`config.mk`:
```
export PLATFORM = sky130hd
export DESIGN_NAME = lpx_link_exit
export DESIGN_NICKNAME = d
export VERILOG_FILES = /design/src/logic/lpx_pkg.sv /design/src/logic/lpx_link_exit.sv
export SDC_FILE = /design/constraint.sdc
export NUM_CORES = 1
export LEC_CHECK = 0
export BUFFER_PORTS_ARGS = -buffer_cell sky130_fd_sc_hd__buf_2
export CORE_MARGIN = 4
export CORE_UTILIZATION = 40
export CTS_CLUSTER_SIZE = 14
export DETAILED_ROUTE_END_ITERATION = 10
export PLACE_DENSITY = 0.53
export RECOVER_POWER = 100
export SYNTH_ARGS = -nofsm -noshare
export SYNTH_HDL_FRONTEND = slang
export SYNTH_SLANG_ARGS = --single-unit
```
`constraint.sdc`:
```
create_clock -name clk_sys -period 5.97 [get_ports clk_sys]
set_input_delay 0.8955 -clock clk_sys [delete_from_list [all_inputs] [get_ports clk_sys]]
set_output_delay 0.8955 -clock clk_sys [all_outputs]
set_load 0.005 [all_outputs]
```
`src/logic/lpx_pkg.sv`:
```
// constants and types shared by the low-power exit and recovery block
package lpx_pkg;
   localparam int LPX_CLK_KHZ = 200000;
   // times in their printed units, then counts and the counter width
   localparam int LPX_PING_TIMEOUT_MS = 300;
   localparam int LPX_LFPS_RESP_U12_MS = 2;
   localparam int LPX_LFPS_RESP_U3_MS = 10;
   localparam int LPX_RXDET_PERIOD_MS = 100;
   localparam int LPX_WAKE_RETRY_MS = 100;
   localparam int LPX_REC_ACTIVE_MS = 12;
   localparam int LPX_TS1_PER_SYNC = 32;
   localparam int LPX_TS_MATCH_NEED = 8;
   localparam int LPX_CNT_W = 27;

   typedef enum logic [2:0]
   {
      LPX_ST_U1 = 3'b000,
      LPX_ST_U2 = 3'b001,
      LPX_ST_U3 = 3'b010,
      LPX_ST_REC_ACT = 3'b011,
      LPX_ST_IDLE = 3'b100
   } lpx_state_t;

   typedef enum logic [2:0]
   {
      LPX_EX_NONE = 3'b000,
      LPX_EX_RXDET = 3'b001,
      LPX_EX_DISABLED = 3'b010,
      LPX_EX_INACTIVE = 3'b011,
      LPX_EX_U2 = 3'b100,
      LPX_EX_REC_CFG = 3'b101
   } lpx_exit_t;
endpackage

```
`src/logic/lpx_link_exit.sv`:
```
// U1/U2/U3 exit and Recovery.Active control for one link port
`timescale 1ns/1ps
`default_nettype none

// Operation
// - downstream U1: ping timer reaching 300 ms sends port to Rx.Detect
// - downstream in U1/U2/U3 goes to disabled when higher control directs
// - warm reset issued (downstream) or detected (upstream) leads to Rx.Detect
// - self-powered upstream port losing bus supply goes to disabled
// - U1 moves to U2 when the U2 inactivity timer expires
// - U1 enters Recovery after a successful U1 exit handshake
// - U1/U2 handshake timer of 2 ms expiring unanswered gives inactive
// - downstream U2 ignores ping LFPS; only exit signalling starts an exit
// - exit detect on in U2, wakeup detect in U3, config lane only
// - self-started exits enable the LFPS transmitter on the config lane
// - downstream U2 repeats far-end termination detection every 100 ms
// - downstream U2/U3 goes to Rx.Detect on high-impedance far end
// - U2 enters Recovery after a successful U2 exit handshake
// - ping LFPS detection is off while in U3
// - downstream U3 repeats far-end termination detection every 100 ms
// - U3 enters Recovery after a successful wakeup handshake
// - U3 wake fail after 10 ms stays in U3, retries 100 ms later
// - a port late to answer a wakeup may start its own wakeup
// - Recovery.Active starts a 12 ms timer running until all lanes exit
// - Recovery.Active sends TS1 on every lane until the port advances
// - receiver trains on TS1/TS2 and each lane's handshake is watched
// - Gen 2 inserts one SYNC after every 32 TS1 sets
// - U1 ping timer restarts on each received ping LFPS
// - eight identical TS1/TS2 on every active lane move to Recovery.Configuration
// - 12 ms or exit timer expiry gives inactive, or Rx.Detect on downstream hot reset
module lpx_link_exit
   import lpx_pkg::*;
#(
   parameter int CLK_KHZ = LPX_CLK_KHZ,
   parameter int LANES = 2,
   parameter int PING_CYC = LPX_PING_TIMEOUT_MS * CLK_KHZ,
   parameter int RESP_U12_CYC = LPX_LFPS_RESP_U12_MS * CLK_KHZ,
   parameter int RESP_U3_CYC = LPX_LFPS_RESP_U3_MS * CLK_KHZ,
   parameter int RXDET_CYC = LPX_RXDET_PERIOD_MS * CLK_KHZ,
   parameter int RETRY_CYC = LPX_WAKE_RETRY_MS * CLK_KHZ,
   parameter int REC_CYC = LPX_REC_ACTIVE_MS * CLK_KHZ
)
(
   input wire logic clk_sys,
   input wire logic rstn,
   input wire logic is_downstream,
   input wire logic self_powered,
   input wire logic gen2,
   input wire logic enter_u1,
   input wire logic enter_u2,
   input wire logic enter_u3,
   input wire logic enter_recovery,
   input wire logic hot_reset_attempt,
   input wire logic disable_req,
   input wire logic warm_reset_req,
   input wire logic warm_reset_seen,
   input wire logic vbus_valid,
   input wire logic u2_inact_expired,
   input wire logic local_exit_req,
   input wire logic ping_lfps_seen,
   input wire logic exit_lfps_seen,
   input wire logic handshake_ok,
   input wire logic ux_exit_timeout,
   input wire logic rxdet_done,
   input wire logic rxdet_high_imp,
   input wire logic [LANES-1:0] lane_active,
   input wire logic [LANES-1:0] ts_rx_valid,
   input wire logic [LANES-1:0] ts_rx_same,
   input wire logic ts_tx_done,
   output logic [2:0] link_state,
   output logic [2:0] exit_code,
   output logic exit_valid,
   output logic lfps_tx_en,
   output logic exit_detect_en,
   output logic wake_detect_en,
   output logic ping_detect_en,
   output logic rxdet_start,
   output logic ts1_tx_en,
   output logic sync_tx_req,
   output logic rx_train_en
);
   if (LANES < 1 || LANES > 2 || CLK_KHZ < 1 || REC_CYC < 2
      || PING_CYC > 2 ** LPX_CNT_W || RXDET_CYC > 2 ** LPX_CNT_W)
   begin
      $error("lpx_link_exit: unsupported parameters");
   end

   localparam logic [LPX_CNT_W-1:0] PING_T = LPX_CNT_W'(PING_CYC - 1);
   localparam logic [LPX_CNT_W-1:0] R12_T = LPX_CNT_W'(RESP_U12_CYC - 1);
   localparam logic [LPX_CNT_W-1:0] R3_T = LPX_CNT_W'(RESP_U3_CYC - 1);
   localparam logic [LPX_CNT_W-1:0] RXD_T = LPX_CNT_W'(RXDET_CYC - 1);
   localparam logic [LPX_CNT_W-1:0] RTY_T = LPX_CNT_W'(RETRY_CYC - 1);
   localparam logic [LPX_CNT_W-1:0] REC_T = LPX_CNT_W'(REC_CYC - 1);
   localparam logic [3:0] MATCH_T = 4'(LPX_TS_MATCH_NEED);
   localparam logic [4:0] SYNC_T = 5'(LPX_TS1_PER_SYNC - 1);

   ////////////////////////////////////////////////////////////////////////
   // input synchronisers for the asynchronous pin-level indications
   logic [1:0] vbus_sync;
   logic [1:0] warm_sync;
   always_ff @(posedge clk_sys)
   begin
      if (!rstn)
      begin
         vbus_sync <= 2'h0;
         warm_sync <= 2'h0;
      end
      else
      begin
         vbus_sync <= {vbus_sync[0], vbus_valid};
         warm_sync <= {warm_sync[0], warm_reset_seen};
      end
   end
   wire vbus_ok = vbus_sync[1];
   wire warm_seen = warm_sync[1];

   ////////////////////////////////////////////////////////////////////////
   // state and timers
   lpx_state_t state;
   lpx_state_t next_state;
   lpx_exit_t next_exit;
   logic [LPX_CNT_W-1:0] ping_cnt;
   logic [LPX_CNT_W-1:0] resp_cnt;
   logic [LPX_CNT_W-1:0] rxdet_cnt;
   logic [LPX_CNT_W-1:0] retry_cnt;
   logic [LPX_CNT_W-1:0] rec_cnt;
   logic hs_busy;
   logic retry_wait;
   logic [3:0] match_cnt [LANES];
   logic [4:0] ts1_cnt;

   wire in_u1 = (state == LPX_ST_U1);
   wire in_u2 = (state == LPX_ST_U2);
   wire in_u3 = (state == LPX_ST_U3);
   wire in_ux = in_u1 || in_u2 || in_u3;
   wire in_rec = (state == LPX_ST_REC_ACT);

   // U2 ping bursts never count as an exit; the detector only flags exit
   // signalling, pings are consumed by the U1 ping timer alone
   wire exit_seen = (in_u1 || in_u2) && exit_lfps_seen;
   wire start_local = in_ux && local_exit_req && !hs_busy && !retry_wait;
   wire resp_lim = in_u3 ? (resp_cnt == R3_T) : (resp_cnt == R12_T);
   wire resp_expired = hs_busy && resp_lim && !handshake_ok;
   wire ping_expired = in_u1 && is_downstream && (ping_cnt == PING_T);
   wire rxdet_due = (in_u2 || in_u3) && is_downstream && (rxdet_cnt == RXD_T);
   wire far_gone = (in_u2 || in_u3) && is_downstream && rxdet_done
      && rxdet_high_imp;
   wire dir_disable = (in_ux || in_rec) && is_downstream && disable_req;
   wire warm = (in_ux || in_rec) && (is_downstream ? warm_reset_req
      : warm_seen);
   wire vbus_lost = in_ux && !is_downstream && self_powered && !vbus_ok;
   wire rec_expired = in_rec && ((rec_cnt == REC_T) || ux_exit_timeout);

   logic [LANES-1:0] lane_done;
   genvar g;
   generate
      for (g = 0; g < LANES; g++)
      begin : g_lane
         assign lane_done[g] = !lane_active[g] || (match_cnt[g] >= MATCH_T);
         always_ff @(posedge clk_sys)
         begin
            if (!rstn || !in_rec)
               match_cnt[g] <= 4'h0;
            else if (ts_rx_valid[g] && match_cnt[g] < MATCH_T)
               match_cnt[g] <= ts_rx_same[g] ? match_cnt[g] + 4'h1 : 4'h1;
         end
      end
   endgenerate
   wire all_lanes = &lane_done;

   always_comb
   begin
      next_state = state;
      next_exit = LPX_EX_NONE;
      if (warm)
         next_exit = LPX_EX_RXDET;
      else if (dir_disable)
         next_exit = LPX_EX_DISABLED;
      else if (vbus_lost)
         next_exit = LPX_EX_DISABLED;
      else if (ping_expired || far_gone)
         next_exit = LPX_EX_RXDET;
      else if (rec_expired)
         next_exit = (is_downstream && hot_reset_attempt) ? LPX_EX_RXDET
            : LPX_EX_INACTIVE;
      else if (in_rec && all_lanes)
         next_exit = LPX_EX_REC_CFG;
      else if (in_ux && handshake_ok && (hs_busy || exit_seen || in_u3))
         next_state = LPX_ST_REC_ACT;
      else if (resp_expired && !in_u3)
         next_exit = LPX_EX_INACTIVE;
      else if (in_u1 && u2_inact_expired)
         next_state = LPX_ST_U2;
      if (next_exit != LPX_EX_NONE)
         next_state = LPX_ST_IDLE;
      if (state == LPX_ST_IDLE || next_exit != LPX_EX_NONE)
      begin
         if (enter_u1)
            next_state = LPX_ST_U1;
         else if (enter_u2)
            next_state = LPX_ST_U2;
         else if (enter_u3)
            next_state = LPX_ST_U3;
         else if (enter_recovery)
            next_state = LPX_ST_REC_ACT;
      end
   end

   ////////////////////////////////////////////////////////////////////////
   always_ff @(posedge clk_sys)
   begin
      if (!rstn)
         state <= LPX_ST_IDLE;
      else
         state <= next_state;
   end

   // ping timer cleared and restarted on every ping
   always_ff @(posedge clk_sys)
   begin
      if (!rstn || !in_u1 || ping_lfps_seen || next_state != LPX_ST_U1)
         ping_cnt <= '0;
      else if (ping_cnt != PING_T)
         ping_cnt <= ping_cnt + 1'b1;
   end

   // handshake response window, 2 ms in U1/U2, 10 ms in U3
   always_ff @(posedge clk_sys)
   begin
      if (!rstn || !in_ux || next_state != state)
      begin
         hs_busy <= 1'b0;
         resp_cnt <= '0;
      end
      else if (!hs_busy && (start_local || exit_seen))
      begin
         hs_busy <= 1'b1;
         resp_cnt <= '0;
      end
      else if (hs_busy)
      begin
         hs_busy <= !resp_lim;
         resp_cnt <= resp_cnt + 1'b1;
      end
   end

   // failed U3 wake holds off 100 ms, then retries while still wanted;
   // a late responder may start its own wakeup from here too
   always_ff @(posedge clk_sys)
   begin
      if (!rstn || !in_u3)
      begin
         retry_wait <= 1'b0;
         retry_cnt <= '0;
      end
      else if (in_u3 && resp_expired)
      begin
         retry_wait <= 1'b1;
         retry_cnt <= '0;
      end
      else if (retry_wait)
      begin
         retry_wait <= (retry_cnt != RTY_T);
         retry_cnt <= retry_cnt + 1'b1;
      end
   end

   // periodic far-end termination detection
   always_ff @(posedge clk_sys)
   begin
      if (!rstn || rxdet_due || !(in_u2 || in_u3))
         rxdet_cnt <= '0;
      else
         rxdet_cnt <= rxdet_cnt + 1'b1;
   end

   // runs from entry until every lane is through
   always_ff @(posedge clk_sys)
   begin
      if (!rstn || !in_rec)
         rec_cnt <= '0;
      else if (rec_cnt != REC_T)
         rec_cnt <= rec_cnt + 1'b1;
   end

   // sync after every 32 TS1 in Gen 2
   always_ff @(posedge clk_sys)
   begin
      if (!rstn || !in_rec)
         ts1_cnt <= 5'h0;
      else if (ts_tx_done)
         ts1_cnt <= ts1_cnt + 5'h1;
   end

   ////////////////////////////////////////////////////////////////////////
   // registered outputs
   always_ff @(posedge clk_sys)
   begin
      if (!rstn)
      begin
         link_state <= LPX_ST_IDLE;
         exit_code <= LPX_EX_NONE;
         exit_valid <= 1'b0;
         lfps_tx_en <= 1'b0;
         exit_detect_en <= 1'b0;
         wake_detect_en <= 1'b0;
         ping_detect_en <= 1'b0;
         rxdet_start <= 1'b0;
         ts1_tx_en <= 1'b0;
         sync_tx_req <= 1'b0;
         rx_train_en <= 1'b0;
      end
      else
      begin
         link_state <= next_state;
         exit_code <= next_exit;
         exit_valid <= (next_exit != LPX_EX_NONE);
         lfps_tx_en <= start_local || (lfps_tx_en && hs_busy && in_ux);
         exit_detect_en <= (next_state == LPX_ST_U1)
            || (next_state == LPX_ST_U2);
         wake_detect_en <= (next_state == LPX_ST_U3);
         ping_detect_en <= is_downstream
            && (next_state == LPX_ST_U1);
         rxdet_start <= rxdet_due;
         ts1_tx_en <= (next_state == LPX_ST_REC_ACT);
         sync_tx_req <= gen2 && in_rec && ts_tx_done
            && (ts1_cnt == SYNC_T);
         rx_train_en <= (next_state == LPX_ST_REC_ACT);
      end
   end
endmodule

`default_nettype wire

```
==> impl_results.md, run 1 <==
- Area Growth Syn to Fin: 11.17%
- Largest cells by area after synthesis: dfxtp_1 (40%), xor2_1 (7.8%), nor2_1 (6.5%)
- Synth unique cells: 65
- Yosys warns: 0
- VDD IR-drop max: a little under 0.0002 V
- Pwr dens: 275.6 nW/um^2
- CP arrival: ~4400 ps
- Clock power share: 0.450
- Leakage: 2.806 nW
- Initial antenna violation count: 0
- Post-DRT Antenna Nets: 0
- Vias in the first global route: ~5.8k
- Failing checks: capacitance limit, slew limit
- Initial Utilization: 0.4090
- Worst Clk Skew: 9.040 ps
- Final nets: 974
- Post-Synth XOR/XNOR Area: 0.1399
- Clk sinks: 168
- DR vias/cell: 5.141
- Cell area after synthesis: 8011 um^2
- Clk pin slew, worst setup/hold paths: 60 ps
- Clk buf depth: 2
- Placed wire-length estimate: 12000 um
- First-pass GRT wire length: 29410 um
- Die width: 149.5 um
- Cts hold-fix bufs: 0
- TNS Setup: 0 ps
- Post-synth net total: 941
- Multiplexer share of the synthesized area: 0.008121
- Share of cells above drive strength 1: 0.08237
- # IOs: 44
- # resized after CTS: 0
- Diodes inserted: 0
- Status: finished with violations
- Met3 WL: 557 um
- Post-CTS Setup Bufs: 0
- Max_slew headroom: -0.04888
- GRT Util Overall: 0.1612
- Min Tclk post-route: 4155 ps
- Most common cell in the synthesized netlist: dfxtp_1
- Setup violations, final: 0
- Router iterations before antenna repair: 4
- Synth Register Bits: about 170
- DRC Markers: 0
- Crit share post-route: 0.6959
- Switching power: 0.6121 mW
- Post-synthesis sequential area ratio: 0.4298
- Met1 wire length: 9256 um
- Simple-Gate Fraction of Synth Area: 0.3284
- Worst-margin pin slew: 1573 ps
- Syn avg cell area: 8.892 um^2
- Skew-Pair Late Insertion Delay: 420 ps
- Crit. End Element: flip-flop
- Top FF cell, synth: dfxtp_1
- Highest Clock Rate: around 240 MHz
- Mapped Cells: around 900
- Critical path class: flip-flop to flip-flop
- Combinational family with the most area after synthesis: simple AND/OR/NAND/NOR gates
- HP Class: flip-flop to flip-flop
- WL/cell: about 14 um
- Synth top area share: 0.3998
- WL met2: 7559 um
- Final Power: 2.455 mW
- Final slew viol count: 37
- Switching Fraction: 0.2493
- Cell taking the most area after synthesis: dfxtp_1
- RSZ-0062 raised after global routing: false
- Post-Place Cells: 1180
- Crit path required time: 6190 ps
- Sequential Power Share: 0.471
- Gpl congestion: 0.8118
- Grt ovf: 0
- Post-synth EDFFs: 8
- Die Area: roughly 22000 um^2
- Max layer used: met4
- CTS tree: built
- Root Driver: clkbuf_16
- Comb pwr share: 0.079
- Startpoint types: flip-flop
- Adder-cell share of the synthesized area: 0.01718
- PortBufs: 43
- Initial drt markers: approximately 300
- WL final: 17490 um
- Number of max-cap violations: 1
- Compound-Gate Fraction of Synth Area: 0.04592
- Vias: 6231
- Core Area: 19590 um^2
- Fin cells: 1212
- Cell row count: 51
- CP Max Fanout: 32
- Pin count of the biggest net entering global routing: 37
- Synth top cells by count: dfxtp_1 (160), nor2_1 (138), nand2_1 (72), xor2_1 (71), xnor2_1 (57)
- Ys async rst share: 0
- Final hold violation count: 0
- Die H: 149.5 um
- TritonCTS Buffers: 17
- Power Internal: 1.843 mW
- H-tree levels: 4
cell families after synthesis:
logic type,Yosys count
and+or+nand+nor,482
DFF,168
xor gates and xnor gates,128
buffers and inverters,56
AOI/OAI and AO/OA,50
adders and majority gates,11
muxes,6
critical path, cell delays in order, from the launching register on:
cell and delay [ps]:
dfxtp_1 530, nor3b_1 790, or3b_2 250, nor4_1 70, a2111oi_2 670, a21boi_0 260
o21ai_2 170, clkbuf_1 1060, a2111oi_0 150
placed cells by master (no fill, tap or decap), drive strengths merged, types with 6 or more instances in the layout:
cell,count
dfxtp,160
nor2,138
nand2,72
xor2,71
nor4,66
xnor2,57
nand3,48
nand4,36
clkbuf,35
buf,33
and3,28
inv,21
nor3,18
o21ai,16
nor4b,14
and2,14
ha,11
or3,9
a21oi,9
edfxtp,8
clkinv,7
nor2b,6
and4,6
cell type report:
class                   instances  area, um^2
multi-input cells             677        4232
clock inverters                13       155.1
clock buffers                  19       432.9
repair buffers                 49       232.7
inverters                      21       78.83
flip-flops and latches        168        3443
fillers                      1965       10680
well taps                     265       331.6
metrics by stage:
step	instance area, um^2	utilization	worst slack, ps	hold WS (ps)
2_1_floorplan	8011	-	2678	411.9
3_3_place_gp	8443	0.4310	2139	414.9
3_5_place_dp	8443	0.4310	2030	421.4
4_1_cts	9031	0.4610	2437	437.2
5_1_grt	8906	0.4546	1278	452.8
6_report	8906	0.4546	1815	435.5
state kept, by name, indices dropped and copies added, names as in the netlist, 2 cells and up:
register / cells
match_cnt: 8
resp_cnt: 27
rxdet_cnt: 27
ping_cnt: 27
rec_cnt: 27
vbus_sync: 2
warm_sync: 2
retry_cnt: 27
ts1_cnt: 5
exit_code: 3
link_state: 3
layer usage:
layer | track usage | vias to the layer above
met2 | 0.2373 | 80
met5 | 0 | -
li1 | - | 3237
met1 | 0.2398 | 2906
met3 | 0.03513 | 8
met4 | 0.03982 | 0
power by group through the flow:
| stage | clock, mW | combinational [mW] | sequential [mW] |
|---|---|---|---|
| finish | 1.11 | 0.193 | 1.16 |
| global route | 1.18 | 0.212 | 1.16 |
| CTS | 1.14 | 0.213 | 1.16 |
| detailed placement | 0 | 0.212 | 1.18 |
| global placement | 0 | 0.212 | 1.18 |
| floorplan | 0 | 0.163 | 1.17 |
worst paths after layout:
path | from | endpoint | slack [ps] | depth (start not counted)
setup / recovery | link_state[1] | exit_detect_en | 1820 | 8
setup reg to reg | link_state[1] | exit_detect_en | 1820 | 8
hold reg to reg | vbus_sync[0] | vbus_sync[1] | 440 | 1
hold / removal | vbus_sync[0] | vbus_sync[1] | 440 | 1
Power figures use the tool's default switching activity.
==> inputs of run 2 (changes only) <==
==> constraint.sdc (replaced) <==
create_clock -name clk_sys -period 4 [get_ports clk_sys]
set_input_delay 0.6 -clock clk_sys [delete_from_list [all_inputs] [get_ports clk_sys]]
set_output_delay 0.6 -clock clk_sys [all_outputs]
set_load 0.005 [all_outputs]
==> impl_results.md, run 2 (same netlist as run 1, synthesis figures left out) <==
- Status: finished clean (was finished with violations)
- Skew-Pair Late Insertion Delay: 430 ps (was 420 ps)
- H-tree levels: 4 (unchanged)
- # fillers: 2000 (was 1965)
- DR vias/cell: 5.150 (was 5.141)
- Setup violations, final: 0 (unchanged)
- Clk sinks: 168 (unchanged)
- Die H: 149.5 um (unchanged)
- Die width: 149.5 um (unchanged)
- CP arrival: 3690 ps (was 4380 ps)
- Worst-margin pin slew: 1183 ps (was 1573 ps)
- Commonest cells after routing, fill and taps aside: dfxtp_1 (160), nor2_1 (137), nand2_1 (72) (unchanged)
- Root Driver: clkbuf_16 (unchanged)
- TritonCTS Buffers: 17 (unchanged)
- Clk pin slew, worst setup/hold paths: 60 ps (about the same)
- Crit share post-route: 0.8432 (was 0.6959)
- HP Class: primary input to flip-flop (was flip-flop to flip-flop)
- RSZ-0062 raised after global routing: false (unchanged)
- Crit path required time: 4320 ps (was 6190 ps)
- Max stage delay on crit path: 550 ps (was 1060 ps)
- Crit. End Element: flip-flop (unchanged)
- Initial Utilization: 0.4090 (unchanged)
- Highest Clock Rate: 296.5 MHz (was 240.7 MHz)
- Most common cell after layout, fill and taps aside: dfxtp_1 (unchanged)
- Critical-path cell list: or4b_1 -> or4_1 -> o21ai_0 -> a2111oi_0 -> clkbuf_1 -> a211oi_4 -> nand3_2 -> clkbuf_2 -> nor4_1 (was nor3b_1 -> or3b_2 -> nor4_1 -> a2111oi_2 -> a21boi_0 -> o21ai_2 -> clkbuf_1 -> a2111oi_0)
- Core Area: 19590 um^2 (unchanged)
- Layout Utilization: 0.4521 (was 0.4546)
- Pin count of the biggest net entering global routing: 33 (was 37)
- Startpoint types: flip-flop (unchanged)
- CTS tree: built (unchanged)
- Final Power: 3.558 mW (was 2.455 mW)
- Worst Clk Skew: 11.91 ps (was 9.040 ps)
- TNS Setup: 0 ps (unchanged)
- Post-CTS Setup Bufs: 0 (unchanged)
- CP max-delay cell: or4b_1 (was clkbuf_1)
- PortBufs: 43 (unchanged)
- Diodes inserted: 0 (unchanged)
- WL/cell: 14.48 um (was 14.43 um)
- WL final: 17580 um (was 17490 um)
- Gpl congestion: 0.7724 (was 0.8118)
- Placed wire-length estimate: 12060 um (was 12000 um)
- First-pass GRT wire length: 29860 um (was 29410 um)
- Cell row count: 51 (unchanged)
- Crit path buf inv count: 2 (was 1)
- Die Area: 22360 um^2 (unchanged)
- Max_slew headroom: 0.2113 (was -0.04888)
- Clk buf depth: 2 (unchanged)
- Vias in the first global route: 5989 (was 5803)
- Multi-input logic area: 4210 um^2 (was 4232 um^2)
- CP Max Fanout: 28 (was 32)
- Pwr dens: 401.7 nW/um^2 (was 275.6 nW/um^2)
- DRC Markers: 0 (unchanged)
- Leakage: 2.822 nW (was 2.806 nW)
- # resized after CTS: 0 (unchanged)
- Initial antenna violation count: 0 (unchanged)
- Final nets: 976 (was 974)
- Min Tclk post-route: 3373 ps (was 4155 ps)
- Number of max-cap violations: 0 (was 1)
- Post-DRT Antenna Nets: 0 (unchanged)
- Vias: 6252 (was 6231)
- Grt ovf: 0 (unchanged)
- # IOs: 44 (unchanged)
- Share of cells above drive strength 1: 0.08746 (was 0.08237)
- Critical path class: flip-flop to flip-flop (unchanged)
- Area Growth Syn to Fin: 10.56% (was 11.17%)
- Final slew viol count: 0 (was 37)
- Top cell family by delay on the critical path: simple AND/OR/NAND/NOR gates (was compound AO/OA/AOI/OAI gates)
- GRT Util Overall: 0.1629 (was 0.1612)
- Final hold violation count: 0 (unchanged)
- Router iterations before antenna repair: 5 (was 4)
- Register Area: 3443 um^2 (unchanged)
- FF-to-FF setup slack: 630 ps (was 1820 ps)
- Cts hold-fix bufs: 0 (unchanged)
- VDD IR-drop max: 0.0003161 V (was 0.0001948 V)
- Initial drt markers: 346 (was 304)
==> run 2: per-layer routing <==
layer,part of all wire,vias up,global-route usage
met4,0.010,0,0.04577
met2,0.43,72,0.2443
li1,-,3244,-
met3,0.035,8,0.04179
met1,0.52,2928,0.2325
met5,0,-,0
==> run 2: path summary, 6_finish.rpt <==
check,start,endpoint,cells past startpoint
max,link_state[2],ping_cnt[11],9
min,vbus_valid,vbus_sync[0],2
max reg2reg,link_state[2],ping_cnt[11],9
min reg2reg,vbus_sync[0],vbus_sync[1],1
==> run 2: layout make-up <==
class / count / share of cell area
timing repair buffer: 51 / 0.02797
tap: 265 / 0.03743
inverter: 21 / 0.008900
sequential: 168 / 0.3888
clock buffer: 19 / 0.05114
multi-input combinational: 677 / 0.4754
clock inverter: 13 / 0.01045
==> run 2: power by group <==
part	leakage [nW]	internal (mW)	switching, mW
Clock	0.267	0.833	0.711
Combinational	1.17	0.0798	0.211
Sequential	1.39	1.70	0.0216
==> run 2: per-stage QoR <==
stage                     area, um^2  worst slack [ps]  std cells  hold WS (ps)
final                           8857             627.2       1214         379.7
after global routing            8857             304.3       1214         380.4
after CTS                       9004             648.9       1214         357.4
after detailed placement        8458             440.9       1182         425.3
after global placement          8458             637.1       1182         415.9
after floorplan                 8011              1003        901         411.9
